[src/logic/coi_regs.vh]
// Constants for the console output sequence interpreter
// How it works
// - Numeric parameters arrive as ASCII decimal digits and are converted here.
// - No blanks are expected or skipped inside a control sequence.
// - Rendition 30..37 sets foreground black,red,green,yellow,blue,magenta,cyan,white.
// - Rendition 40..47 sets background colour in the same order.
// - Several parameters apply in order; attributes persist until next rendition or until a ';' in any other sequence applies its parameter.
// - Rendition 0 clears, 1 bold, 4 underscore, 7 reverse video.
// - Null is ignored outside a sequence; inside an escape or control sequence it aborts the sequence.
// - Bell raises a one-cycle bell request.
// - Backspace moves left one column, not past the left margin.
// - Tab goes to next eighth-column stop or right margin, never wraps.
// - Screen is 25 by 80; overflow is dropped; stops start at column 9.
// - Line feed, vertical tab and form feed all do a new line.
// - Carriage return moves to left margin on the same line.
// - Input is never throttled; no flow control.
// - Wide codes 0x0020..0x007E produce printable glyphs.
// - Wide codes 0x2500..0x257F produce line drawing glyphs.
// - Codes without a glyph show a substitute error glyph.
// - After printing, cursor moves per the character direction.
// - Wide mode uses the same sequences with zero-extended codes.
// - Both modes start sequences with ESC [ or with the single introducer 0x009B.
`ifndef COI_REGS_VH
`define COI_REGS_VH
`define COI_ROWS 7'd25
`define COI_COLS 7'd80
`define COI_LAST_ROW 7'd24
`define COI_LAST_COL 7'd79
`define COI_TAB_MASK 7'h07
`define COI_TAB_STEP 7'd8
`define COI_C_NUL 16'h0000
`define COI_C_BEL 16'h0007
`define COI_C_BS 16'h0008
`define COI_C_HT 16'h0009
`define COI_C_LF 16'h000A
`define COI_C_VT 16'h000B
`define COI_C_FF 16'h000C
`define COI_C_CR 16'h000D
`define COI_C_ESC 16'h001B
`define COI_C_LBR 16'h005B
`define COI_C_CSI 16'h009B
`define COI_C_SEMI 16'h003B
`define COI_C_D0 16'h0030
`define COI_C_D9 16'h0039
`define COI_C_FIN_LO 16'h0040
`define COI_C_FIN_HI 16'h007E
`define COI_C_SP 16'h0020
`define COI_C_TILDE 16'h007E
`define COI_BOX_LO 16'h2500
`define COI_BOX_HI 16'h257F
`define COI_LAT_LO 16'h00A0
`define COI_LAT_HI 16'h00FF
`define COI_ERR_GLYPH 16'h2592
`define COI_F_H 16'h0048
`define COI_F_F 16'h0066
`define COI_F_A 16'h0041
`define COI_F_B 16'h0042
`define COI_F_C 16'h0043
`define COI_F_D 16'h0044
`define COI_F_J 16'h004A
`define COI_F_K 16'h004B
`define COI_F_M 16'h006D
`define COI_SGR_OFF 8'd0
`define COI_SGR_BOLD 8'd1
`define COI_SGR_UL 8'd4
`define COI_SGR_REV 8'd7
`define COI_SGR_FG_LO 8'd30
`define COI_SGR_FG_HI 8'd37
`define COI_SGR_BG_LO 8'd40
`define COI_SGR_BG_HI 8'd47
`define COI_FG_RST 3'h7
`define COI_BG_RST 3'h0
`define COI_PMAX 8'd255
`define COI_ST_GND 2'd0
`define COI_ST_ESC 2'd1
`define COI_ST_PAR 2'd2
`define COI_ER_EOS 2'd0
`define COI_ER_BOS 2'd1
`define COI_ER_ALL 2'd2
`endif

[src/logic/coi_glyph_map.v]
// Glyph availability and substitution for one character code
`timescale 1ns/1ps
`default_nettype none
`include "coi_regs.vh"
module coi_glyph_map (
  input wire [15:0] code,
  input wire wide_mode,
  output reg [15:0] glyph,
  output reg substituted
);
  // ----------------------------------------------------------------
  // Font coverage
  // ----------------------------------------------------------------
  // Byte mode also covers upper Latin; wide mode only the two blocks.
  always @* begin
    glyph = code;
    substituted = 1'b0;
    if (code >= `COI_C_SP && code <= `COI_C_TILDE) begin
      glyph = code;
    end else if (wide_mode && code >= `COI_BOX_LO &&
                 code <= `COI_BOX_HI) begin
      glyph = code;
    end else if (!wide_mode && code >= `COI_LAT_LO &&
                 code <= `COI_LAT_HI) begin
      glyph = code;
    end else begin
      glyph = `COI_ERR_GLYPH;
      substituted = 1'b1;
    end
  end
endmodule // coi_glyph_map
`default_nettype wire

[src/logic/coi_interp.v]
// Console output sequence interpreter top level
`timescale 1ns/1ps
`default_nettype none
`include "coi_regs.vh"
module coi_interp (
  input wire clk,
  input wire reset,
  input wire in_valid,
  input wire [15:0] in_char,
  input wire wide_mode,
  output wire in_ready,
  output reg put_valid_r,
  output reg [6:0] put_row_r,
  output reg [6:0] put_col_r,
  output reg [15:0] put_glyph_r,
  output reg put_subst_r,
  output reg [2:0] put_fg_r,
  output reg [2:0] put_bg_r,
  output reg put_bold_r,
  output reg put_ul_r,
  output reg put_rev_r,
  output reg erase_valid_r,
  output reg erase_line_r,
  output reg [1:0] erase_kind_r,
  output reg newline_r,
  output reg bell_r,
  output reg [6:0] cur_row_r,
  output reg [6:0] cur_col_r,
  output reg [2:0] fg_r,
  output reg [2:0] bg_r,
  output reg bold_r,
  output reg ul_r,
  output reg rev_r
);
  // ----------------------------------------------------------------
  // State
  // ----------------------------------------------------------------
  reg [1:0] state_r;
  reg [7:0] par0_r;
  reg [7:0] par1_r;
  reg [7:0] acc_r;
  reg acc_seen_r;
  reg [1:0] npar_r;
  reg seq_bad_r;
  wire [15:0] g_glyph;
  wire g_subst;
  wire [7:0] cur_par;
  wire is_digit;
  wire is_final;

  assign in_ready = 1'b1;
  assign is_digit = in_char >= `COI_C_D0 && in_char <= `COI_C_D9;
  assign is_final = in_char >= `COI_C_FIN_LO && in_char <= `COI_C_FIN_HI;
  assign cur_par = acc_r;

  coi_glyph_map u_glyph (
    .code(in_char),
    .wide_mode(wide_mode),
    .glyph(g_glyph),
    .substituted(g_subst)
  );

  // ----------------------------------------------------------------
  // Helpers
  // ----------------------------------------------------------------
  // Decimal accumulate, saturating so long digit runs cannot wrap
  function [7:0] dec_acc;
    input [7:0] acc;
    input [15:0] ch;
    reg [11:0] t;
    begin
      t = {4'h0, acc} * 12'd10 + {8'h00, ch[3:0]};
      if (t > {4'h0, `COI_PMAX})
        dec_acc = `COI_PMAX;
      else
        dec_acc = t[7:0];
    end
  endfunction

  // Count parameter: absent or zero means one
  function [6:0] cnt1;
    input [7:0] p;
    begin
      if (p == 8'h00)
        cnt1 = 7'd1;
      else if (p > {1'b0, `COI_COLS})
        cnt1 = `COI_COLS;
      else
        cnt1 = p[6:0];
    end
  endfunction

  function [6:0] clamp_add;
    input [6:0] a;
    input [6:0] n;
    input [6:0] lim;
    reg [7:0] s;
    begin
      s = {1'b0, a} + {1'b0, n};
      clamp_add = (s > {1'b0, lim}) ? lim : s[6:0];
    end
  endfunction

  function [6:0] clamp_sub;
    input [6:0] a;
    input [6:0] n;
    begin
      clamp_sub = (n > a) ? 7'd0 : a - n;
    end
  endfunction

  // Position parameter is one-based on the wire, zero-based here
  function [6:0] pos0;
    input [7:0] p;
    input [6:0] lim;
    begin
      if (p == 8'h00)
        pos0 = 7'd0;
      else if (p > {1'b0, lim} + 8'd1)
        pos0 = lim;
      else
        pos0 = p[6:0] - 7'd1;
    end
  endfunction

  // ----------------------------------------------------------------
  // Main sequencer
  // ----------------------------------------------------------------
  // Rendition applies one parameter; called once per ';' of any sequence and at final 'm'
  task apply_sgr;
    input [7:0] p;
    begin
      if (p == `COI_SGR_OFF) begin
        fg_r <= `COI_FG_RST;
        bg_r <= `COI_BG_RST;
        bold_r <= 1'b0;
        ul_r <= 1'b0;
        rev_r <= 1'b0;
      end else if (p == `COI_SGR_BOLD) begin
        bold_r <= 1'b1;
      end else if (p == `COI_SGR_UL) begin
        ul_r <= 1'b1;
      end else if (p == `COI_SGR_REV) begin
        rev_r <= 1'b1;
      end else if (p >= `COI_SGR_FG_LO && p <= `COI_SGR_FG_HI) begin
        fg_r <= p[2:0] - 3'd6;
      end else if (p >= `COI_SGR_BG_LO && p <= `COI_SGR_BG_HI) begin
        bg_r <= p[2:0];
      end
    end
  endtask

  always @(posedge clk) begin
    put_valid_r <= 1'b0;
    erase_valid_r <= 1'b0;
    newline_r <= 1'b0;
    bell_r <= 1'b0;
    if (reset) begin
      state_r <= `COI_ST_GND;
      par0_r <= 8'h00;
      par1_r <= 8'h00;
      acc_r <= 8'h00;
      acc_seen_r <= 1'b0;
      npar_r <= 2'd0;
      seq_bad_r <= 1'b0;
      cur_row_r <= 7'd0;
      cur_col_r <= 7'd0;
      fg_r <= `COI_FG_RST;
      bg_r <= `COI_BG_RST;
      bold_r <= 1'b0;
      ul_r <= 1'b0;
      rev_r <= 1'b0;
      put_row_r <= 7'd0;
      put_col_r <= 7'd0;
      put_glyph_r <= 16'h0000;
      put_subst_r <= 1'b0;
      put_fg_r <= `COI_FG_RST;
      put_bg_r <= `COI_BG_RST;
      put_bold_r <= 1'b0;
      put_ul_r <= 1'b0;
      put_rev_r <= 1'b0;
      erase_line_r <= 1'b0;
      erase_kind_r <= 2'd0;
    end else if (in_valid) begin
      case (state_r)
        `COI_ST_GND: begin
          if (in_char == `COI_C_CSI) begin
            state_r <= `COI_ST_PAR;
            acc_r <= 8'h00;
            acc_seen_r <= 1'b0;
            npar_r <= 2'd0;
            seq_bad_r <= 1'b0;
            par0_r <= 8'h00;
            par1_r <= 8'h00;
          end else if (in_char == `COI_C_ESC) begin
            state_r <= `COI_ST_ESC;
          end else if (in_char == `COI_C_NUL) begin
            state_r <= `COI_ST_GND;
          end else if (in_char == `COI_C_BEL) begin
            bell_r <= 1'b1;
          end else if (in_char == `COI_C_BS) begin
            if (cur_col_r != 7'd0)
              cur_col_r <= cur_col_r - 7'd1;
          end else if (in_char == `COI_C_HT) begin
            cur_col_r <= clamp_add(cur_col_r & ~`COI_TAB_MASK,
                                   `COI_TAB_STEP, `COI_LAST_COL);
          end else if (in_char == `COI_C_LF || in_char == `COI_C_VT ||
                       in_char == `COI_C_FF) begin
            // bottom line requests a scroll from the display
            newline_r <= 1'b1;
            if (cur_row_r != `COI_LAST_ROW)
              cur_row_r <= cur_row_r + 7'd1;
          end else if (in_char == `COI_C_CR) begin
            cur_col_r <= 7'd0;
          end else if (in_char < `COI_C_SP) begin
            state_r <= `COI_ST_GND;
          end else if (cur_col_r < `COI_COLS) begin
            // past the margin the character is dropped
            put_valid_r <= 1'b1;
            put_row_r <= cur_row_r;
            put_col_r <= cur_col_r;
            put_glyph_r <= g_glyph;
            put_subst_r <= g_subst;
            put_fg_r <= fg_r;
            put_bg_r <= bg_r;
            put_bold_r <= bold_r;
            put_ul_r <= ul_r;
            put_rev_r <= rev_r;
            // only left-to-right glyphs are in the font
            cur_col_r <= cur_col_r + 7'd1;
          end
        end
        `COI_ST_ESC: begin
          if (in_char == `COI_C_LBR) begin
            state_r <= `COI_ST_PAR;
            acc_r <= 8'h00;
            acc_seen_r <= 1'b0;
            npar_r <= 2'd0;
            seq_bad_r <= 1'b0;
            par0_r <= 8'h00;
            par1_r <= 8'h00;
          end else begin
            state_r <= `COI_ST_GND;
          end
        end
        `COI_ST_PAR: begin
          if (is_digit) begin
            acc_r <= dec_acc(acc_r, in_char);
            acc_seen_r <= 1'b1;
          end else if (in_char == `COI_C_SEMI) begin
            apply_sgr(cur_par);
            if (npar_r == 2'd0)
              par0_r <= cur_par;
            else if (npar_r == 2'd1)
              par1_r <= cur_par;
            if (npar_r != 2'd3)
              npar_r <= npar_r + 2'd1;
            acc_r <= 8'h00;
            acc_seen_r <= 1'b0;
          end else if (is_final && !seq_bad_r) begin
            state_r <= `COI_ST_GND;
            if (in_char == `COI_F_M) begin
              apply_sgr(cur_par);
            end else if (in_char == `COI_F_H || in_char == `COI_F_F) begin
              if (npar_r == 2'd0) begin
                cur_row_r <= pos0(cur_par, `COI_LAST_ROW);
                cur_col_r <= 7'd0;
              end else begin
                cur_row_r <= pos0(par0_r, `COI_LAST_ROW);
                cur_col_r <= pos0(cur_par, `COI_LAST_COL);
              end
            end else if (in_char == `COI_F_A) begin
              cur_row_r <= clamp_sub(cur_row_r, cnt1(cur_par));
            end else if (in_char == `COI_F_B) begin
              cur_row_r <= clamp_add(cur_row_r, cnt1(cur_par),
                                     `COI_LAST_ROW);
            end else if (in_char == `COI_F_C) begin
              cur_col_r <= clamp_add(cur_col_r, cnt1(cur_par),
                                     `COI_LAST_COL);
            end else if (in_char == `COI_F_D) begin
              cur_col_r <= clamp_sub(cur_col_r, cnt1(cur_par));
            end else if ((in_char == `COI_F_J || in_char == `COI_F_K) &&
                         cur_par <= {6'h00, `COI_ER_ALL}) begin
              erase_valid_r <= 1'b1;
              erase_line_r <= (in_char == `COI_F_K);
              erase_kind_r <= cur_par[1:0];
              if (cur_par[1:0] == `COI_ER_ALL) begin
                cur_col_r <= 7'd0;
                if (in_char == `COI_F_J)
                  cur_row_r <= 7'd0;
              end
            end
            // Any other final is dropped quietly
          end else if (is_final) begin
            state_r <= `COI_ST_GND;
          end else if (in_char < `COI_C_SP || in_char > `COI_C_FIN_HI) begin
            // Stray control or non-ASCII aborts; it is not printed
            state_r <= `COI_ST_GND;
          end else begin
            // Intermediates such as '?' or blanks poison the sequence
            seq_bad_r <= 1'b1;
          end
        end
        default: begin
          state_r <= `COI_ST_GND;
        end
      endcase
    end
  end
endmodule // coi_interp
`default_nettype wire

[config.mk]
export PLATFORM = sky130hd
export DESIGN_NAME = coi_interp
export DESIGN_NICKNAME = d
export VERILOG_FILES = /design/src/logic/coi_glyph_map.v /design/src/logic/coi_interp.v
export VERILOG_INCLUDE_DIRS = /design/src /design/src/logic
export SDC_FILE = /design/constraint.sdc
export NUM_CORES = 1
export LEC_CHECK = 0
export BUFFER_PORTS_ARGS = -buffer_cell sky130_fd_sc_hd__buf_2
export CAP_MARGIN = 15
export CELL_PAD_IN_SITES_DETAIL_PLACEMENT = 1
export CELL_PAD_IN_SITES_GLOBAL_PLACEMENT = 2
export CORE_ASPECT_RATIO = 2
export CORE_UTILIZATION = 34
export DETAILED_ROUTE_END_ITERATION = 10
export GPL_TIMING_DRIVEN = 0
export PLACE_DENSITY_LB_ADDON = 0.1
export SYNTH_ARGS = -nofsm -noshare
export SYNTH_HDL_FRONTEND = slang
export SYNTH_SLANG_ARGS = --single-unit
export TNS_END_PERCENT = 20
[constraint.sdc]
create_clock -name clk -period 5.55 [get_ports clk]
set_input_delay 0.8325 -clock clk [delete_from_list [all_inputs] [get_ports clk]]
set_output_delay 0.8325 -clock clk [all_outputs]
set_load 0.05 [all_outputs]
* Yosys cells after proc, flatten, opt, wreduce, memory -nomap -nowiden
Cells that the tools add are included.
** Operators by class
- Add/subtract/negate cells :: 13
- Multipliers :: 1
- Order comparisons :: 26
- Eq/ne operators :: 69
- Multiplexer cells :: 186
- Bitwise logic cells :: 21
- Reduce and logical (&&, ||, !) cells :: 42
** Operator list (number)
- $mux 7 :: 99
- $eq 16x7->1 const B :: 10
- $eq 16x4->1 const B :: 6
- $ne 5x5->1 const B :: 15
- $mux 8 :: 8
- $mux 3 :: 17
- $mux 16 :: 3
- $pmux 8 s3 :: 2
- $ne 2x2->1 const B :: 21
- $mux 2 :: 20
- $ge 16x6->1 const B :: 2
- $mux 1 :: 32
- $pmux 7 s2 :: 2
- $gt 8x5->1 const B :: 3
- $gt 8x7->1 const B :: 3
- $reduce_and 12->1 :: 2
- $reduce_or 12->1 :: 2
- $not 1->1 :: 21
- $sub 7x1->7 const B :: 3
- $reduce_and 19->1 :: 1
- $reduce_and 18->1 :: 1
- $add 7x7->8 :: 2
- $eq 16x3->1 const B :: 1
- $eq 16x5->1 const B :: 1
- 49 further kinds :: 81
** Storage, ports and cells
- Flip-flop bits (word level) :: 91
- Bits of input ports :: 20

* Depth between registers and ports, before layout
Gate-level depths: netlist (run 1).
- Word-level depth :: 27
- Mapped depth :: 19

* Modules after synthesis
From an unflattened synthesis (run 1), not the netlist that was laid out.
** Unflattened totals
- Cell total of the unflattened synthesis :: 1015
- Area, all modules :: 7708.6 um^2
** Modules (own cells, without submodules)
- coi_interp :: instances 1, cells each 978, area each 7453.4 um^2, seq. area each 1821.7 um^2
- coi_glyph_map :: instances 1, cells each 37, area each 255.2 um^2, seq. area each 0.0 um^2

* Worst setup path before layout (run 1)
Ideal clock, no wire load.
- Kind :: reg-to-reg
- Start :: register acc_r[1]
- End :: register cur_col_r[0]
- Arrival time :: 3.811 ns
- Data required time :: 5.432 ns
- Path slack :: 1.621 ns
- Stages on the path, launching flop included :: 17
- Buffers on the path :: 2
- Clock period less this slack :: 3.929 ns
- Cells stage by stage :: dfxtp_1 -> clkbuf_1 -> inv_1 -> ha_1 -> nand3_1 -> clkbuf_1 -> nand2_1 -> ha_1 -> fa_1 -> nand2b_1 -> a21oi_1 -> or3_1 -> a21oi_1 -> o21ai_0 -> a21o_1 -> a211o_1 -> a32o_1
** Between the ends
- Longest elaborated chain between the ends :: 27
- Elaborated cells between the ends (all ways) :: 52
- Classes of those cells :: 2 x add/sub; 4 x order compare; 3 x eq/ne; 40 x mux; 3 x reduce/logical
** Ends and longest elaborated chain
- from (decl) :: line coi_interp.v:41 : reg [7:0] acc_r;
- from (signal assigned) :: line coi_interp.v:248 : acc_r <= dec_acc(acc_r, in_char);
- branches (longest 27 deep; another with $gt 8x7->1)
- to (signal assigned) :: line coi_interp.v:203 : cur_col_r <= cur_col_r - 7'd1;
- to (signal assigned) :: line coi_interp.v:270 : cur_col_r <= pos0(cur_par, `COI_LAST_COL);
- to (signal assigned) :: line coi_interp.v:278 : cur_col_r <= clamp_add(cur_col_r, cnt1(cur_par),
- to (decl) :: line coi_interp.v:28 : output reg [6:0] cur_col_r,
Parallel ways; which one is timed is not known. The select of a mux whose other input is x is not followed.
A chain may end at the register's enable or synchronous reset.

* Worst setup path after layout (run 1)
- Start :: register acc_r[2]
- End :: register cur_row_r[3]
** Between the ends
- Longest elaborated chain between the ends :: 24
- Elaborated cells between the ends (all ways) :: 46
- Classes of those cells :: 3 x add/sub; 5 x order compare; 1 x eq/ne; 34 x mux; 3 x reduce/logical
** Ends and longest elaborated chain
- $gt 8x7->1 :: line coi_interp.v:86 : else if (p > {1'b0, `COI_COLS})
- $mux 7 :: line coi_interp.v:86
- $mux 7 :: line coi_interp.v:84 : if (p == 8'h00)
- $mux 7 :: line coi_interp.v:274 : end else if (in_char == `COI_F_B) begin
- $mux 7 :: line coi_interp.v:272 : end else if (in_char == `COI_F_A) begin
- $mux 7 :: line coi_interp.v:264 : end else if (in_char == `COI_F_H || in_char == `COI_F_F) begin
- $mux 7 :: line coi_interp.v:262 : if (in_char == `COI_F_M) begin
- $mux 7 :: line coi_interp.v:260 : end else if (is_final && !seq_bad_r) begin
- (+8 left out)
- $mux 7 :: line coi_interp.v:274
- $mux 7 :: line coi_interp.v:272
- $mux 7 :: line coi_interp.v:264
- $mux 7 :: line coi_interp.v:262
- $mux 7 :: line coi_interp.v:260
- $mux 7 :: line coi_interp.v:250 : end else if (in_char == `COI_C_SEMI) begin
- $mux 7 :: line coi_interp.v:247 : if (is_digit) begin
- $pmux 7 s2 :: line coi_interp.v:185 : case (state_r)
- to (signal assigned) :: line coi_interp.v:266 : cur_row_r <= pos0(cur_par, `COI_LAST_ROW);
- to (signal assigned) :: line coi_interp.v:269 : cur_row_r <= pos0(par0_r, `COI_LAST_ROW);
- to (signal assigned) :: line coi_interp.v:273 : cur_row_r <= clamp_sub(cur_row_r, cnt1(cur_par));
- to (decl) :: line coi_interp.v:27 : output reg [6:0] cur_row_r,
Several ways; a longest one is shown, not always the timed one. The select of a mux whose other input is x is not followed.

==> qor.csv, run 1 <==
stage,metric,value,unit
timing,"Hold Vio Cnt, Final",0,
detailed_routing,drt via density,5.75,
layout,"commonest non-fill, non-tap cell in the layout",nand2_1,
clocking,"Setup Fix Bufs, Post-CTS",0,
job,Max Cap Viol,0,
floorplanning,FP Rows,75,
clocking,H-tree depth,3,
setup_path,WP data arrival,5.40,ns
clocking,"Clk pin slew, worst setup/hold paths",0.07,ns
clocking,CTS tree,built,
timing,"Setup violations, final",0,
layout,area growth from synthesis to layout,15.0,%
setup_path,CP required,5.76,ns
timing,period utilization,0.934,
clocking,Max Buffers Root-to-Sink,2,
synth,"Primary FF master, synth",dfxtp_1,
global_route,largest net degree at the start of global routing,17,
layout,share of layout cells above drive strength 1,0.131,
layout,area of the multi-input gates,5120,um2
detailed_routing,DRC,0,
detailed_routing,met2 WL,17.0,mm
pwr,Comb pwr share,0.109,
setup_path,Crit. End Element,flip-flop,
synth,Yosys reg bits,91,
floorplanning,Die X,106,um
timing,RSZ-0062 raised after global routing,false,
timing,Slew @ Worst Pin,0.961,ns
place,hpwl dp,24.3,mm
status,run status,finished clean,
synth,yosys warns,0,
setup_path,kind of critical path,flip-flop to flip-flop,
timing,max-slew violation count,0,
pwr,sw power,432,uW
layout,fillcell total,2720,
clocking,hold_buf cts,0,
timing,Slew HR,0.354,
detailed_routing,DRT antenna net count,0,
place,Placer Congestion,0.943,
clocking,CTS sink count,91,
pwr,P_int,1.11,mW
floorplanning,I/O pins,91,
pwr,Seq pwr share,0.435,
layout,Nets,1153,
pwr,Switching Share,0.281,
floorplanning,die height,209,um
detailed_routing,drt total wl,29.8,mm
detailed_routing,DR top layer,met4,
setup_path,crit-path max FO,10,
detailed_routing,initial drt markers,266,
global_route,first-pass GRT wire length,46.0,mm
synth,Mapped Cells,968,
pwr,Pwr Density,183,nW/um2
worst_hold_path,min-delay worst type,flip-flop to flip-flop,
detailed_routing,routed via count,7680,
layout,n_diodes,0,
detailed_routing,WL met1,10.6,mm
layout,"commonest cells after routing, fill and taps aside","nand2_1 (130), nor2_1 (96), a21oi_1 (92)",
global_route,number of global-route vias before repair,8109,
synth,Mean Syn Cell Area,7.55,um2
detailed_routing,DRT Pass-1 Iters,4,
synth,Post-synth ARST share,0,
layout,"Cell Count, Final, Fillers Out",1336,
pwr,Clk network pwr share,0.457,
clocking,Worst-Skew Late Latency,0.37,ns
synth,Synth Cell Area,7310,um2
synth,Unique masters post-synth,86,
place,input/output buffers,83,
floorplanning,Core Area,21000,um2
layout,register area,1820,um2
setup_path,Worst Setup Start Kind,flip-flop,
synth,sequential area share after synthesis,0.249,
global_route,global router's overall resource usage,0.276,
detailed_routing,WL/cell,22.3,um
place,placed instance count,1320,
timing,achievable frequency,193,MHz
synth,number of synthesized flops with an enable pin,0,
pwr,Tot Pwr,1.54,mW
timing,Period minus WS final,5.18,ns
clocking,clock root cell,clkbuf_16,
pwr,P_leak,3.47,nW
floorplanning,die area,22100,um2
timing,clock skew,0.0141,ns
synth,Syn Nets,1059,
global_route,initial antenna violation count,0,
global_route,global route overflow,0,
pwr,peak supply drop,0.180,mV
clocking,Num CTS Buffers,9,
detailed_routing,DR WL met3,477,um
floorplanning,initial core utilization,0.348,
[synthesized netlist by cell type, drive strengths merged (12+ instances only)]
master  count  share of area
nand3      34          0.026
nand2     130          0.067
clkbuf     44          0.023
xnor2      18          0.022
ha         65           0.11
nand4      15          0.013
nor4       12          0.018
nor3       29          0.020
nor2b      14          0.012
nor2       98          0.051
inv        43          0.022
dfxtp      91           0.25
o21ai      48          0.033
nand2b     15          0.013
a21oi      93          0.064
[through the flow]
step | TNS, ns | utilization | setup slack (ns) | hold slack (ns) | cell area, um2
6_report | 0 | 0.400 | 0.369 | 0.454 | 8400
5_1_grt | 0 | 0.400 | 0.0404 | 0.469 | 8400
4_1_cts | 0 | 0.399 | 0.122 | 0.458 | 8390
3_5_place_dp | -0.171 | 0.383 | -0.122 | 0.438 | 8060
3_3_place_gp | -0.279 | 0.383 | -0.168 | 0.438 | 8060
2_1_floorplan | 0 | - | 1.62 | 0.432 | 7310
[routing by layer]
layer / vias up / global-route usage
met3: 86 / 0.0248
met2: 151 / 0.548
met5: - / 0
met4: 0 / 0.166
met1: 3758 / 0.267
li1: 3685 / -
[path summary, 6_finish.rpt]
| kind | start | slack [ns] | cells past startpoint | endpoint |
|---|---|---|---|---|
| setup / recovery | acc_r[2] | 0.37 | 17 | cur_row_r[3] |
| hold / removal | put_glyph_r[12] | 0.45 | 1 | put_glyph_r[12] |
| setup reg to reg | acc_r[2] | 0.37 | 17 | cur_row_r[3] |
| hold reg to reg | put_glyph_r[12] | 0.45 | 1 | put_glyph_r[12] |
[registers in the layout, summed over array words and instances (netlist names), 2 cells and up]
signal and flops:
put_row_r 7, state_r 2, put_bg_r 3, put_col_r 7
npar_r 2, put_glyph_r 16, put_fg_r 3, par0_r 8
erase_kind_r 2, fg_r 3, bg_r 3, cur_col_r 7
acc_r 8, cur_row_r 7
[power by group through the flow]
stage                     Clock, mW  Sequential, mW  Combinational [mW]
after detailed placement          0           0.685               0.168
final                         0.703           0.670               0.167
after global routing          0.738           0.670               0.179
after CTS                     0.723           0.669               0.168
after floorplan                   0           0.707              0.0834
after global placement            0           0.685               0.167
[layout make-up]
| class | instances | area share |
|---|---|---|
| multi-input combinational | 781 | 0.609 |
| sequential | 91 | 0.217 |
| timing repair buffer | 83 | 0.0494 |
| tap | 269 | 0.0400 |
| clock buffer | 10 | 0.0272 |
| buffer | 53 | 0.0268 |
| inverter | 43 | 0.0192 |
| clock inverter | 6 | 0.0115 |
[kinds of logic (layout without fill, tap and decap cells)]
| kind of cell | after synthesis | after routing | share of synthesized area |
|---|---|---|---|
| AOI/OAI and AO/OA | 275 | 275 | 0.254 |
| and+or+nand+nor | 407 | 407 | 0.284 |
| muxes | 3 | 3 | 0.00411 |
| buffers and inverters | 96 | 195 | 0.0526 |
| DFF | 91 | 91 | 0.249 |
| adders and majority gates | 71 | 71 | 0.128 |
| other | 1 | 1 | 0.000513 |
| xor gates and xnor gates | 24 | 24 | 0.0288 |
[worst max-delay path: stages, from the launching register on]
cell and delay (ns):
dfxtp_1 0.46, clkbuf_1 0.49, inv_1 0.29, ha_1 0.27
nor4b_1 0.15, nor2_1 0.20, nor2_2 0.13, nand2_1 0.15
nand2_1 0.15, ha_1 0.29, fa_1 0.51, nand2b_1 0.11
a21oi_1 0.16, or3_1 0.35, a2111oi_1 0.68, o22ai_1 0.16
o21ai_0 0.35, a211oi_1 0.12
[repair_timing]
action                                 in CTS  in global routing
setup endpoints to repair                   3                  5
endpoints found under the hold margin       0                  0
resized for setup                           2                  5
(Power assumes the default switching activity.)
==> run 2: changes to the inputs <==
Settings changed: ABC_AREA from default to 1, CORE_UTILIZATION 34 to 32.
==> run 2 against run 1 <==
- the flow now finishes with violations (DRC)
- total power rose by 28%
- synthesized cell count rose by 24%
- die area rose by 12%
- utilization fell by 2.9 points
- via count rose by 8.5%
- critical path type unchanged
==> qor.csv, run 2 <==
stage,metric,value,unit
status,run status,"complete, but fails checks",
status,failing checks,DRC,
synth,Synth Cell Area,7720,um2
synth,Mapped Cells,1204,
detailed_routing,DRC,3,
global_route,number of global-route vias before repair,8909,
setup_path,Worst Setup Start Kind,flip-flop,
clocking,Num CTS Buffers,9,
floorplanning,FP Rows,80,
setup_path,"setup slack, reg-to-reg",0.96,ns
timing,setup TNS,0,ns
detailed_routing,DRT antenna net count,0,
synth,Yosys reg bits,91,
timing,Slew HR,0.486,
setup_path,CP required,5.81,ns
floorplanning,die height,222,um
synth,Post-synth ARST share,0,
timing,"Setup violations, final",0,
detailed_routing,WL/cell,20.2,um
setup_path,"most used cell, CP",nand2_1,
clocking,CTS resizes,0,
synth,cell taking the most area after synthesis,dfxtp_1,
clocking,"Clk pin slew, worst setup/hold paths",0.07,ns
layout,area growth from synthesis to layout,14.0,%
synth,"top cells by count, synth","nand2_1 (272), inv_1 (131), nor2_1 (124)",
timing,"Hold Vio Cnt, Final",0,
layout,area of the multi-input gates,5130,um2
setup_path,kind of critical path,flip-flop to flip-flop,
layout,max reg flops,16,
detailed_routing,drt total wl,32.3,mm
setup_path,critical path cell sequence,inv_1 > ha_1 > nand3_1 > inv_1 > nor2_1 > nand2_1 > inv_1 > fa_1 > nor2_1 > nand2_1 > nand3_1 > nor2_1 > nor2_1 > nand2_1 > o21ai_0 > nand2_1 > nand2_1 > a21oi_1,
clocking,H-tree depth,3,
pwr,peak supply drop,0.154,mV
synth,Unique masters post-synth,50,
timing,max-slew violation count,0,
detailed_routing,routed via count,8332,
layout,Nets,1393,
setup_path,Crit. End Element,flip-flop,
layout,"commonest non-fill, non-tap cell in the layout",nand2_1,
layout,Top reg by flops,put_glyph_r,
timing,period utilization,0.827,
clocking,Worst-Skew Late Latency,0.38,ns
clocking,clock root cell,clkbuf_16,
global_route,largest net degree at the start of global routing,16,
timing,worst hold slack,0.434,ns
timing,clock skew,0.0100,ns
layout,n_diodes,0,
synth,cell with the most instances after synthesis,nand2_1,
synth,sequential area share after synthesis,0.236,
clocking,CTS tree,built,
timing,RSZ-0062 raised after global routing,false,
synth,"Primary FF master, synth",dfxtp_1,
setup_path,WP data arrival,4.85,ns
synth,Syn Nets,1295,
place,Placer Congestion,0.890,
layout,fillcell total,3208,
clocking,"Setup Fix Bufs, Post-CTS",0,
timing,achievable frequency,218,MHz
setup_path,Critical-path top delay cell,dfxtp_1,
global_route,global route overflow,0,
layout,final core occ,0.371,
place,hpwl dp,26.9,mm
timing,Period minus WS final,4.59,ns
floorplanning,Core Area,23700,um2
floorplanning,Die X,112,um
layout,share of layout cells above drive strength 1,0.141,
setup_path,crit-path max FO,11,
detailed_routing,initial drt markers,296,
synth,Mean Syn Cell Area,6.41,um2
clocking,hold_buf cts,0,
job,Max Cap Viol,0,
worst_hold_path,min-delay worst type,flip-flop to flip-flop,
detailed_routing,drt via density,5.23,
global_route,global router's overall resource usage,0.268,
place,input/output buffers,87,
layout,"commonest cells after routing, fill and taps aside","nand2_1 (272), inv_1 (131), nor2_1 (124)",
pwr,Pwr Density,224,nW/um2
synth,Synth top area share,0.236,
synth,number of synthesized flops with an enable pin,0,
floorplanning,initial core utilization,0.326,
floorplanning,I/O pins,91,
layout,register area,1820,um2
detailed_routing,DRT Pass-1 Iters,7,
floorplanning,die area,24800,um2
pwr,P_leak,4.39,nW
global_route,first-pass GRT wire length,49.8,mm
layout,biggest regs,"put_glyph_r (16), acc_r (8), par0_r (8)",
synth,yosys warns,0,
pwr,Tot Pwr,1.97,mW
synth,leading post-synthesis cells by cell area,"dfxtp_1 (24%), nand2_1 (13%), ha_1 (11%), nand3_1 (7.3%), a21oi_1 (6.9%)",
global_route,initial antenna violation count,0,
setup_path,max incr delay on CP,0.66,ns
clocking,CTS sink count,91,
clocking,Max Buffers Root-to-Sink,2,
timing,Slew @ Worst Pin,0.771,ns
run 2: cell types whose count changed after synthesis, moves of 11 or more:
cell / delta
o21ai_1: +11
inv_2: +19
inv_1: +88
clkbuf_1: -25
xor2_1: +23
xnor2_1: -12
nor2b_1: -14
nand2b_1: -15
nand3_1: +81
nor3_1: -13
nand2_1: +142
a21oi_1: +15
o21ai_0: +19
nor2_1: +27
run 2: path summary, 6_finish.rpt:
| check | startpoint | endpoint | cells after the start |
|---|---|---|---|
| setup / recovery | acc_r[1] | cur_row_r[4] | 18 |
| hold / removal | put_glyph_r[9] | put_glyph_r[9] | 2 |
| setup reg to reg | acc_r[1] | cur_row_r[4] | 18 |
| hold reg to reg | put_glyph_r[9] | put_glyph_r[9] | 2 |
run 2: layout make-up:
type                       instances  area share
timing repair buffer              87      0.0495
buffer                            40      0.0230
clock inverter                     4     0.00355
inverter                         150      0.0639
tap                              287      0.0408
multi-input combinational        923       0.583
sequential                        91       0.207
clock buffer                      12      0.0291
run 2: cell families after synthesis:
| group | synth area share |
|---|---|
| AOI/OAI and AO/OA | 0.151 |
| xor gates and xnor gates | 0.0397 |
| adders and majority gates | 0.121 |
| buffers and inverters | 0.0992 |
| DFF | 0.236 |
| other | 0.000486 |
| and+or+nand+nor | 0.353 |
run 2: per-stage QoR:
stage | worst slack (ns) | std cells | cell area (um2)
final | 0.961 | 1594 | 8800
after detailed placement | 0.973 | 1578 | 8520
after global routing | 0.640 | 1594 | 8800
after global placement | 0.934 | 1578 | 8520
after CTS | 0.958 | 1594 | 8800
after floorplan | 2.49 | 1204 | 7720
run 2: worst max-delay path: cells and delay by family, from the launching register on:
kind | cells | cell delay [ns]
AOI/OAI and AO/OA | 2 | 0.27
adders and majority gates | 2 | 0.84
buffers and inverters | 3 | 0.86
DFF | 1 | 0.66
and+or+nand+nor | 11 | 1.84
run 2: metal layers:
layer / wire length, um / vias up / track usage
li1: - / 4137 / -
met1: 11700 / 3959 / 0.260
met2: 17600 / 148 / 0.515
met3: 696 / 88 / 0.0350
met4: 2220 / 0 / 0.181
met5: 0 / - / 0
run 2: power breakdown:
part	leakage (nW)	internal, mW	switching (mW)	total (mW)
Clock	0.144	0.332	0.304	0.636
Sequential	0.741	0.691	0.0399	0.731
Combinational	3.50	0.163	0.441	0.604
